File: src/blcfg_params.svh
/*
  constants for the backlight configuration register pair: offsets,
  field positions, reset values and decode widths.
  assumes it is included by bare name from the block and its testbench.
*/
// What this block does
// RQ1: first register bit 5 selects phase-staggered dimming, else ordinary pwm.
// RQ2: first register bits 4:0 give the pwm frequency code to the generator.
// RQ3: second register bits 7:6 select resolution, 8..10 bits up to 11..13 bits.
// RQ4: second register bit 5 adds the external set resistor to current code.
// RQ5: second register bit 4 picks fault threshold, 0 for 3.3V, 1 for 5.3V.
// RQ6: second register bits 2:0 set headroom, 125 mV steps from 125 to 1000.
// RQ7: first register bits 7:6 select lockout level, code 00 disables it.
`ifndef BLCFG_PARAMS_SVH
`define BLCFG_PARAMS_SVH

// ----------------------------------------
// offsets and reset values
// ----------------------------------------
`define BLCFG_OFS_LOCKOUT_DIM 8'ha3
`define BLCFG_OFS_RES_HEADROOM 8'ha4
`define BLCFG_RST_LOCKOUT_DIM 8'h00
`define BLCFG_RST_RES_HEADROOM 8'h00

// ----------------------------------------
// field positions
// ----------------------------------------
`define BLCFG_LOCKOUT_HI 7
`define BLCFG_LOCKOUT_LO 6
`define BLCFG_STAGGER_BIT 5
`define BLCFG_FREQ_HI 4
`define BLCFG_FREQ_LO 0
`define BLCFG_RESOL_HI 7
`define BLCFG_RESOL_LO 6
`define BLCFG_EXTRES_BIT 5
`define BLCFG_FAULT_BIT 4
`define BLCFG_SLOPE0_BIT 3
`define BLCFG_HEADR_HI 2
`define BLCFG_HEADR_LO 0

// ----------------------------------------
// decode figures
// ----------------------------------------
`define BLCFG_RESOL_MIN_BITS 4'h8
`define BLCFG_RESOL_SPAN 4'h2
`define BLCFG_HEADR_STEP_MV 11'h07d

`endif

File: src/blcfg_pkg.sv
/*
  types for the backlight configuration register pair.
  assumes nothing beyond the params header.
*/
package blcfg_pkg;
  typedef enum logic [1:0] {
    BLCFG_LOCKOUT_OFF = 2'h0,
    BLCFG_LOCKOUT_LOW = 2'h1,
    BLCFG_LOCKOUT_MID = 2'h2,
    BLCFG_LOCKOUT_HIGH = 2'h3
  } blcfg_lockout_t;
  typedef enum logic {
    BLCFG_THR_LOW = 1'b0,
    BLCFG_THR_HIGH = 1'b1
  } blcfg_fault_thr_t;
endpackage

File: src/blcfg_regs.sv
/*
  two 8-bit configuration registers of a backlight driver with decoded
  selects for dimming, fault and boost logic.
  assumes a single core_clk domain and a same-clock plain register port.
*/
`timescale 1ns/10ps
`include "blcfg_params.svh"

module blcfg_regs (
  input  wire logic                        core_clk,
  input  wire logic                        rst,
  input  wire logic [7:0]                  reg_addr,
  input  wire logic [7:0]                  reg_wdata,
  input  wire logic                        reg_wr,
  input  wire logic                        reg_rd,
  output logic      [7:0]                  reg_rdata,
  output blcfg_pkg::blcfg_lockout_t        supply_lockout_level_sel,
  output logic                             supply_lockout_enable,
  output logic                             phase_stagger_enable,
  output logic      [4:0]                  dim_freq_code,
  output logic      [1:0]                  dim_resolution_sel,
  output logic      [3:0]                  dim_resolution_min_bits,
  output logic      [3:0]                  dim_resolution_max_bits,
  output logic                             ext_resistor_current_enable,
  output blcfg_pkg::blcfg_fault_thr_t      string_fault_threshold_sel,
  output logic                             current_slope_low_bit,
  output logic      [2:0]                  sink_headroom_sel,
  output logic      [10:0]                 sink_headroom_mv
);

  // ----------------------------------------
  // storage and address decode
  // ----------------------------------------
  logic [7:0] lock_dim_r;
  logic [7:0] res_head_r;
  logic [7:0] rdata_r;
  logic [7:0] rdata_nxt;

  // one offset compare shared by both registers; the width is pinned to the
  // eight-bit port, so a wider offset constant is cut to its low eight bits without notice
  function automatic logic addr_hit(
    input logic [7:0] addr,
    input logic [7:0] ofs
  );
    return (addr == ofs);
  endfunction

  wire        hit_lock = addr_hit(reg_addr, `BLCFG_OFS_LOCKOUT_DIM);
  wire        hit_res  = addr_hit(reg_addr, `BLCFG_OFS_RES_HEADROOM);

  // unmapped offsets read as zero; a read with no strobe returns zero too
  assign rdata_nxt = !reg_rd ? 8'h00 :
                     hit_lock ? lock_dim_r :
                     hit_res ? res_head_r : 8'h00;

  always_ff @(posedge core_clk) begin
    if (rst) begin
      lock_dim_r <= `BLCFG_RST_LOCKOUT_DIM;
      res_head_r <= `BLCFG_RST_RES_HEADROOM;
      rdata_r    <= 8'h00;
    end else begin
      if (reg_wr && hit_lock) begin
        lock_dim_r <= reg_wdata;
      end
      if (reg_wr && hit_res) begin
        res_head_r <= reg_wdata;
      end
      rdata_r <= rdata_nxt;
    end
  end

  assign reg_rdata = rdata_r;

  // ----------------------------------------
  // decoded selects, all straight from stored bits
  // ----------------------------------------
  assign supply_lockout_level_sel = blcfg_pkg::blcfg_lockout_t'(
    lock_dim_r[`BLCFG_LOCKOUT_HI:`BLCFG_LOCKOUT_LO]); // RQ7
  assign supply_lockout_enable = (supply_lockout_level_sel != blcfg_pkg::BLCFG_LOCKOUT_OFF); // RQ7
  assign phase_stagger_enable = lock_dim_r[`BLCFG_STAGGER_BIT]; // RQ1
  assign dim_freq_code = lock_dim_r[`BLCFG_FREQ_HI:`BLCFG_FREQ_LO]; // RQ2
  assign dim_resolution_sel = res_head_r[`BLCFG_RESOL_HI:`BLCFG_RESOL_LO]; // RQ3
  // each code step adds one bit; the top of the span applies at the lowest frequency
  assign dim_resolution_min_bits = `BLCFG_RESOL_MIN_BITS + {2'h0, dim_resolution_sel}; // RQ3
  assign dim_resolution_max_bits = dim_resolution_min_bits + `BLCFG_RESOL_SPAN; // RQ3
  assign ext_resistor_current_enable = res_head_r[`BLCFG_EXTRES_BIT]; // RQ4
  assign string_fault_threshold_sel = blcfg_pkg::blcfg_fault_thr_t'(
    res_head_r[`BLCFG_FAULT_BIT]); // RQ5
  assign current_slope_low_bit = res_head_r[`BLCFG_SLOPE0_BIT];
  assign sink_headroom_sel = res_head_r[`BLCFG_HEADR_HI:`BLCFG_HEADR_LO]; // RQ6
  // headroom above saturation in mV: (code + 1) steps
  assign sink_headroom_mv = 11'(({8'h00, sink_headroom_sel} + 11'h001) * `BLCFG_HEADR_STEP_MV); // RQ6
endmodule

File: config.mk
export PLATFORM = sky130hd
export DESIGN_NAME = blcfg_regs
export DESIGN_NICKNAME = d
export VERILOG_FILES = /design/src/blcfg_pkg.sv /design/src/blcfg_regs.sv
export VERILOG_INCLUDE_DIRS = /design/src
export SDC_FILE = /design/constraint.sdc
export NUM_CORES = 1
export LEC_CHECK = 0
export BUFFER_PORTS_ARGS = -buffer_cell sky130_fd_sc_hd__buf_4
export CORE_ASPECT_RATIO = 0.5
export CORE_MARGIN = 1.5
export CORE_UTILIZATION = 45
export CTS_CLUSTER_DIAMETER = 150
export DETAILED_ROUTE_END_ITERATION = 7
export PLACE_DENSITY = 0.82
export SLEW_MARGIN = 10
export SYNTH_ARGS = -nofsm -noshare
export SYNTH_HDL_FRONTEND = slang
export SYNTH_SLANG_ARGS = --single-unit
File: constraint.sdc
create_clock -name core_clk -period 6.4 [get_ports core_clk]
set_input_delay 0.32 -clock core_clk [delete_from_list [all_inputs] [get_ports core_clk]]
set_output_delay 0.32 -clock core_clk [all_outputs]
set_load 0.02 [all_outputs]
==> impl_metrics.toml, run 1 <==
[outcome]
status = "complete, no violations"

[power]
switching_share = 0.186
internal-power_w = 0.000243
power_density_mw_per_mm2 = 140
combPwrFrac = 0.068
switching_power_w = 0.0000554
pwr-share-seq = 0.500
leakage_nw = 1.08
ir_drop_mv = 0.175
power.share.clock = 0.432
power_w = 0.000299

[setup_path]
critPathSlowestCell = "fa_1"
endpoint_kind = "output pin"
cp_slowest_stage_delay_ns = 0.66
crit_chain = "ha_1 > xor2_1 > inv_1 > fa_1 > inv_1 > fa_1 > inv_1 > ha_1 > nor2b_1 > o31ai_2 > or4b_1 > o311ai_1 > buf_4"
cpMostUsedCell = "inv_1"
path_class = "flip-flop to output pin"
required_ns = 6.08
arrival_ns = 4.39
critPathLaunchType = "flip-flop"
crit_fanout = 11

[placement]
gp_congestion = 0.818
dp_slack_ns = 1.95
dpl_cell_area_mm2 = 0.00206
dp_hpwl_um = 2640
io_buffers = 60

[clock_tree]
cts.sinks = 24
path_clk_slew_ns = 0.08
postCtsResizedCells = 0
post_cts_buffers = 0
clockBufferDepth = 2
cts-root-buf = "clkbuf_8"
cts_hold_buf = 0
cts_tree = "done"
numCtsBuffers = 3
cts.htree.levels = 1
insertion_delay_ns = 0.26

[floorplanning]
core_area_mm2 = 0.00342
die_w_um = 87.3
die_h_um = 45.1
die-area_mm2 = 0.00394
io_pins = 64
rows = 15
initial_core_util = 0.468

[synthesis]
synth_async_sr_flop_share = 0
syn_inst = 168
synth_ff_type = "dfxtp_1"
ys_ff_latch = 24
yosys_warnings = 0
yosysSeqAreaShare = 0.301
synth_edf_count = 0
ys_top_cells_by_area = "dfxtp_1, ha_1, mux2i_1"
post-synth-top-area-fraction = 0.301
synth_area_per_cell_um2 = 9.51
synth_cell_types = 37
synth_largest_area_cell = "dfxtp_1"
synth_area_mm2 = 0.00160

[min_path]
hold_class = "input port to flip-flop"

[finish]
final_area_mm2 = 0.00213
nets = 266
drive_gt1_frac = 0.323
utilization = 0.623
layout_common_cells = "buf_4, nor2_1, dfxtp_1, inv_1, mux2i_1"
n_antenna_cell = 0
mostFrequentLayoutCell = "buf_4"
area_growth_pct = 33.2

[grt]
grt_pass1_vias = 1241
grt_max_degree = 18
grt_overflow = 0
antenna_found_initial = 0
globalRouteTotalUtil = 0.178
grt_pass1_wl_um = 5550

[route]
vias = 1329
wl_met3_um = 97
vias_per_cell = 4.85
wl_met1_um = 1540
wl_met2_um = 1720
drc = 0
wire_per_inst_um = 12.3
routed_wl_um = 3370
top_layer = "met4"
dr.pass1.iters = 4
ant_nets = 0
drtIter0Drc = 22

[timing]
fin_crit_ns = 4.71
final.setup.worst_slack_ns = 1.69
slew_headroom = 0.251
fin_setup_tns_ns = 0
worstMarginPinSlew_ns = 1.11
rsz0062_at_grt = "no"
fin_skew_ns = 0.00414
slew_violations = 0
setup_viol = 0
timing.fmax_mhz = 212
period_share = 0.735
final_hold_viol_count = 0

[job]
maxCapViolCount = 0
-- path summary, 6_finish.rpt --
kind	start	slack [ns]	endpoint	depth (start not counted)
setup / recovery	res_head_r[0]$_SDFFE_PP0P_	1.69	sink_headroom_mv[9]	13
hold / removal	reg_wdata[6]	0.30	lock_dim_r[6]$_SDFFE_PP0P_	3
setup reg to reg	res_head_r[0]$_SDFFE_PP0P_	5.38	reg_rdata[0]$_SDFF_PP0_	2
hold reg to reg	res_head_r[3]$_SDFFE_PP0P_	0.53	res_head_r[3]$_SDFFE_PP0P_	2
-- layout make-up --
| cell class | instances | area [µm²] |
|---|---|---|
| flip-flops and latches | 24 | 480 |
| repair buffers | 60 | 450 |
| inverters | 21 | 78.8 |
| multi-input cells | 114 | 983 |
| clock buffers | 3 | 41.3 |
| fillers | 300 | 1290 |
| well taps | 51 | 63.8 |
| clock inverters | 1 | 30.0 |
-- power groups by stage --
stage	Combinational [W]	Sequential (W)	Clock, W
2_1_floorplan	0.00000909	0.000153	0
3_3_place_gp	0.0000199	0.000153	0
3_5_place_dp	0.0000203	0.000153	0
4_1_cts	0.0000203	0.000149	0.000131
5_1_grt	0.0000219	0.000149	0.000138
6_report	0.0000203	0.000149	0.000129
-- critical path: cells and delay by family (launching register included) --
family / cells / cell delay, ns
simple gates: 2 / 0.62
buf+inv: 4 / 0.49
compound gates: 2 / 0.33
fa+ha+maj: 4 / 1.73
flops: 1 / 0.63
xor+xnor: 1 / 0.32
-- per-layer routing --
layer,GRT usage,vias up
met4,0.0286,0
met2,0.325,30
met1,0.235,628
met3,0.0219,2
met5,0,-
li1,-,669
-- cells by family (layout without fill, tap and decap cells) --
logic type,after synthesis,count (layout),synth area share
xor+xnor,5,5,0.0274
flops,24,24,0.301
buf+inv,31,85,0.0900
mux,16,16,0.100
fa+ha+maj,22,22,0.205
other cells,2,3,0.00470
compound gates,25,25,0.112
simple gates,43,43,0.160
-- cell usage after synthesis, types with 2 or more instances --
library cell / n
nor2_1: 25
dfxtp_1: 24
inv_1: 20
mux2i_1: 16
ha_1: 15
a22oi_1: 8
buf_4: 7
fa_1: 7
a21oi_1: 4
xnor2_1: 4
nor2b_1: 3
o211ai_1: 3
and3_1: 2
conb_1: 2
nand2_1: 2
nand3_4: 2
o21a_1: 2
o21ai_0: 2
or3_1: 2
-- stage by stage --
stage               hold WS [ns]  std cells
finish                     0.297        274
global route               0.295        274
CTS                        0.293        274
detailed placement         0.519        270
global placement           0.508        270
floorplan                  0.464        169
-- state kept, by name (all words and copies together) (netlist names) --
register / count
res_head_r: 8
reg_rdata: 8
lock_dim_r: 8
Note: power is estimated with default switching activity, not from simulation.
==> inputs of run 2 (changes only) <==
- CORE_UTILIZATION: 45 -> 44
- PLACE_DENSITY: 0.82 -> 0.84
- clock period: 6.4 -> 4 ns (I/O delays scaled with it)
==> run 2 against run 1 <==
Via count is 2.5% higher. Final area up 2.4%. Critical endpoint unchanged. Worst hold slack worse by 0.13 ns. Total power rose by 45%. Clock-buffer cell count grew 1. First-iteration DRC count grew 23%. Utilization is 0.81 points higher. Sequential share of layout area decreased by 0.24 points.
==> impl_metrics.toml, run 2 (synthesis results as in run 1) <==
[outcome]
status = "complete, no violations"

[min_path]
hold_path_depth = 3
hold_class = "input port to flip-flop"

[clock_tree]
cts.htree.levels = 1
insertion_delay_ns = 0.26
cts_tree = "done"
path_clk_slew_ns = 0.08
cts.sinks = 24
clockBufferDepth = 2
cts_hold_buf = 0
numCtsBuffers = 3
cts-root-buf = "clkbuf_8"

[grt]
globalRouteTotalUtil = 0.176
grt_pass1_wl_um = 5480
antenna_found_initial = 0
grt_max_degree = 18
grt_overflow = 0
grt_pass1_vias = 1217

[setup_path]
r2r_slack_ns = 3.11
required_ns = 3.80
critPathSlowestCell = "fa_1"
arrival_ns = 3.59
path_class = "flip-flop to output pin"
endpoint_kind = "output pin"
critPathLaunchType = "flip-flop"
crit_chain = "ha_2 > xor2_2 > inv_2 > fa_1 > inv_1 > fa_1 > inv_1 > ha_4 > nor2b_1 > o31ai_2 > or4b_1 > o311ai_1 > buf_4"
critPathLaunch = "res_head_r[1]$_SDFFE_PP0P_"
crit_fanout = 5
crit-reg2reg-launch = "res_head_r[0]$_SDFFE_PP0P_"
cp_slowest_stage_delay_ns = 0.53
worst_r2r_path_depth = 3
cp-endpoint = "sink_headroom_mv[9]"
r2r_end = "reg_rdata[0]$_SDFF_PP0_"

[power]
internal-power_w = 0.000343
combPwrFrac = 0.077
power.share.clock = 0.373
power_w = 0.000433
switching_share = 0.209
pwr-share-seq = 0.550
leakage_nw = 1.10
switching_power_w = 0.0000904
power_density_mw_per_mm2 = 199
ir_drop_mv = 0.281

[job]
maxCapViolCount = 0

[timing]
fin_setup_tns_ns = 0
fin_crit_ns = 3.79
final_hold_viol_count = 0
rsz0062_at_grt = "no"
final.setup.worst_slack_ns = 0.212
whs_ns = 0.170
slew_headroom = 0.237
worstMarginPinSlew_ns = 1.13
fin_skew_ns = 0.000990
period_share = 0.947
slew_violations = 0
setup_viol = 0
timing.fmax_mhz = 264

[finish]
drive_gt1_frac = 0.373
n_antenna_cell = 0
layout_common_cells = "buf_4, nor2_1, dfxtp_1, inv_1, mux2i_1"
area_growth_pct = 36.4
nets = 271
mostFrequentLayoutCell = "buf_4"

[floorplanning]
initial_core_util = 0.463
die_w_um = 88.2
die-area_mm2 = 0.00402
core_area_mm2 = 0.00345
rows = 15
die_h_um = 45.6
io_pins = 64

[route]
drc = 0
dr.pass1.iters = 4
drtIter0Drc = 27
wire_per_inst_um = 12.7
vias_per_cell = 4.88
vias = 1362
routed_wl_um = 3550
ant_nets = 0

[placement]
io_buffers = 60
dp_slack_ns = 0.155
gp_congestion = 0.778
dp_hpwl_um = 2780
==> run 2: cell types whose count changed in the layout (fill, tap and decap cells not counted), moves of 2 or more <==
cell     previous run  this run
dfxtp_1            24        21
ha_1               15        13
buf_4              60        65
dfxtp_2             0         2
==> run 2: repair_timing <==
item	CTS	global route
buffers inserted	2	1
endpoints found under the setup margin	1	1
resized for setup	3	5
pin swaps	1	1
hold endpoints to repair	0	0
==> run 2: how the worst min path moves through the flow <==
| stage | startpoint | end | slack [ns] |
|---|---|---|---|
| 3_3_place_gp | reg_wdata[3] | lock_dim_r[3]$_SDFFE_PP0P_ | 0.44 |
| 4_1_cts | reg_wdata[5] | lock_dim_r[5]$_SDFFE_PP0P_ | 0.17 |
| 3_5_place_dp | reg_wdata[5] | lock_dim_r[5]$_SDFFE_PP0P_ | 0.45 |
| 5_1_grt | reg_wdata[7] | lock_dim_r[7]$_SDFFE_PP0P_ | 0.17 |
| 6_report | reg_wdata[6] | lock_dim_r[6]$_SDFFE_PP0P_ | 0.17 |
| 2_1_floorplan | reg_wdata[0] | res_head_r[0]$_SDFFE_PP0P_ | 0.34 |
==> run 2: final cells by class <==
type	count	area (µm²)
Fill cell	315	1270
Multi-Input combinational cell	114	1010
Timing Repair Buffer	65	488
Sequential cell	24	487
Inverter	21	78.8
Tap cell	51	63.8
Clock buffer	4	55.1
==> run 2: metal layers <==
layer,global-route usage,vias up,part of all wire
met3,0.0236,0,0.030
met5,0,-,0
met1,0.209,654,0.42
met4,0.0500,0,0
li1,-,680,-
met2,0.342,28,0.55
==> run 2: worst max-delay path, delay by kind of cell, from the launching register on <==
family,cells,cell delay [ns]
and+or+nand+nor,2,0.61
DFF,1,0.36
adders and majority gates,4,1.46
xor gates and xnor gates,1,0.17
buffers and inverters,4,0.39
AOI/OAI and AO/OA,2,0.34
==> run 2: stage by stage <==
stage	area [µm²]	instances	util
after floorplan	1600	169	-
after global placement	2070	272	0.600
after detailed placement	2070	272	0.600
after CTS	2150	278	0.622
after global routing	2180	279	0.631
final	2180	279	0.631
==> run 2: power groups by stage <==
stage / clock, W / combinational, W / sequential, W
finish: 0.000162 / 0.0000332 / 0.000238
global route: 0.000175 / 0.0000354 / 0.000238
CTS: 0.000166 / 0.0000331 / 0.000238
detailed placement: 0 / 0.0000329 / 0.000245
global placement: 0 / 0.0000320 / 0.000245
floorplan: 0 / 0.0000145 / 0.000245
==> inputs of run 3 (changes only) <==
- CORE_ASPECT_RATIO: 0.5 -> default
==> run 3 against run 2 <==
Fmax down 1.5%. Clock skew grew 0.0061 ns. Total power up 3.0%. Final area increased by 2.5%. Sequential share of layout area is 0.44 points lower. Worst hold slack worse by 0.063 ns. Highest routed layer is now met4.
==> impl_metrics.toml, run 3 (synthesis results as in run 1) <==
[grt]
grt_overflow = 0
globalRouteTotalUtil = 0.182
grt_pass1_wl_um = 5970
grt_max_degree = 18
antenna_found_initial = 0
grt_pass1_vias = 1315

[min_path]
holdPathEnd = "res_head_r[4]$_SDFFE_PP0P_"
hold_path_depth = 3
holdCritStartpoint = "reg_wdata[4]"
hold_class = "input port to flip-flop"

[setup_path]
r2r_slack_ns = 2.97
crit_fanout = 4
crit-reg2reg-launch = "res_head_r[0]$_SDFFE_PP0P_"
required_ns = 3.80
endpoint_kind = "output pin"
path_class = "flip-flop to output pin"
r2r_end = "res_head_r[0]$_SDFFE_PP0P_"
critPathLaunchType = "flip-flop"
arrival_ns = 3.65
worst_r2r_path_depth = 4

[clock_tree]
cts.htree.levels = 1
cts-root-buf = "clkbuf_4"
cts_tree = "done"
cts.sinks = 24
numCtsBuffers = 3
path_clk_slew_ns = 0.13
cts_hold_buf = 0
clockBufferDepth = 2
insertion_delay_ns = 0.32

[finish]
multi_input_area_mm2 = 0.00105
n_fill_cell = 300
final-seq-area_um2 = 489
area_growth_pct = 39.9
utilization = 0.654
mostFrequentLayoutCell = "buf_4"
layout_common_cells = "buf_4, nor2_1, dfxtp_1, inv_1, mux2i_1"
drive_gt1_frac = 0.407
n_antenna_cell = 0
final_cells = 277
nets = 274

[route]
dr.pass1.iters = 4
drtIter0Drc = 48
drc = 0
ant_nets = 0
vias = 1417
wire_per_inst_um = 14.2
vias_per_cell = 5.12
routed_wl_um = 3920

[timing]
slew_headroom = 0.237
period_share = 0.961
slew_violations = 0
timing.fmax_mhz = 260
setup_viol = 0
fin_skew_ns = 0.00708
final_hold_viol_count = 0
fin_crit_ns = 3.85
worstMarginPinSlew_ns = 1.13

[placement]
placedCellCount = 267
dp_hpwl_um = 2820
io_buffers = 60
gp_congestion = 0.820

[floorplanning]
die-area_mm2 = 0.00400
core_area_mm2 = 0.00342
die_h_um = 63.3
rows = 21
die_w_um = 63.3
initial_core_util = 0.468
io_pins = 64

[power]
combPwrFrac = 0.074
leakage_nw = 1.12
internal-power_w = 0.000356
ir_drop_mv = 0.241
switching_share = 0.201
power.share.clock = 0.392
switching_power_w = 0.0000898
power_density_mw_per_mm2 = 200
pwr-share-seq = 0.534

[outcome]
status = "complete, no violations"

[job]
maxCapViolCount = 0
[run 3: what timing repair did]
item / CTS / global route
pin swaps: 3 / 5
gates resized for setup: 7 / 11
endpoints found under the setup margin: 1 / 1
setup buffers: 4 / 2
[run 3: stage by stage]
step	setup TNS, ns	hold WS (ns)	setup WS, ns	cell area [µm²]	total power, W
CTS	0	0.113	0.0287	2180	0.000448
global route	-0.0300	0.111	-0.0300	2230	0.000463
floorplan	0	0.344	0.0783	1600	0.000259
global placement	0	0.440	0.222	2070	0.000277
detailed placement	0	0.448	0.117	2070	0.000277
finish	0	0.107	0.154	2230	0.000446
[run 3: power by group through the flow]
stage | registers (W) | clock network (W) | logic (W)
2_1_floorplan | 0.000245 | 0 | 0.0000145
3_3_place_gp | 0.000245 | 0 | 0.0000324
3_5_place_dp | 0.000245 | 0 | 0.0000326
4_1_cts | 0.000239 | 0.000176 | 0.0000330
5_1_grt | 0.000238 | 0.000190 | 0.0000355
6_report | 0.000238 | 0.000175 | 0.0000332
[run 3: area by class of cell]
class / instances / share of cell area
timing repair buffer: 68 / 0.228
clock buffer: 3 / 0.0101
multi-input combinational: 114 / 0.468
sequential: 24 / 0.219
tap: 46 / 0.0258
clock inverter: 1 / 0.0134
inverter: 21 / 0.0353
[run 3: worst max-delay path by stage]
stage                               startpoint                  end  slack, ns  depth (start not counted)
floorplan           res_head_r[0]$_SDFFE_PP0P_  sink_headroom_mv[9]       0.08                         12
global placement    res_head_r[1]$_SDFFE_PP0P_  sink_headroom_mv[9]       0.22                         13
detailed placement  res_head_r[1]$_SDFFE_PP0P_  sink_headroom_mv[9]       0.12                         13
CTS                 res_head_r[0]$_SDFFE_PP0P_  sink_headroom_mv[9]       0.03                         13
global route        res_head_r[1]$_SDFFE_PP0P_  sink_headroom_mv[9]      -0.03                         13
finish              res_head_r[0]$_SDFFE_PP0P_  sink_headroom_mv[9]       0.15                         13
[run 3: critical path, stage by stage, from the launching register on]
cell and delay (ns):
dfxtp_2 0.38, ha_4 0.14, xor2_2 0.19, inv_2 0.07, fa_2 0.54, inv_1 0.06, fa_1 0.50, inv_2 0.05
ha_4 0.24, nor2b_2 0.17, o31ai_4 0.22, or4b_4 0.49, o311ai_2 0.09, buf_4 0.18
[run 3: routing by layer]
metal,routed length (µm),vias to the layer above,GRT usage
li1,-,685,-
met1,1640,678,0.227
met2,2060,52,0.331
met3,198,2,0.0339
met4,17,0,0.0299
met5,0,-,0
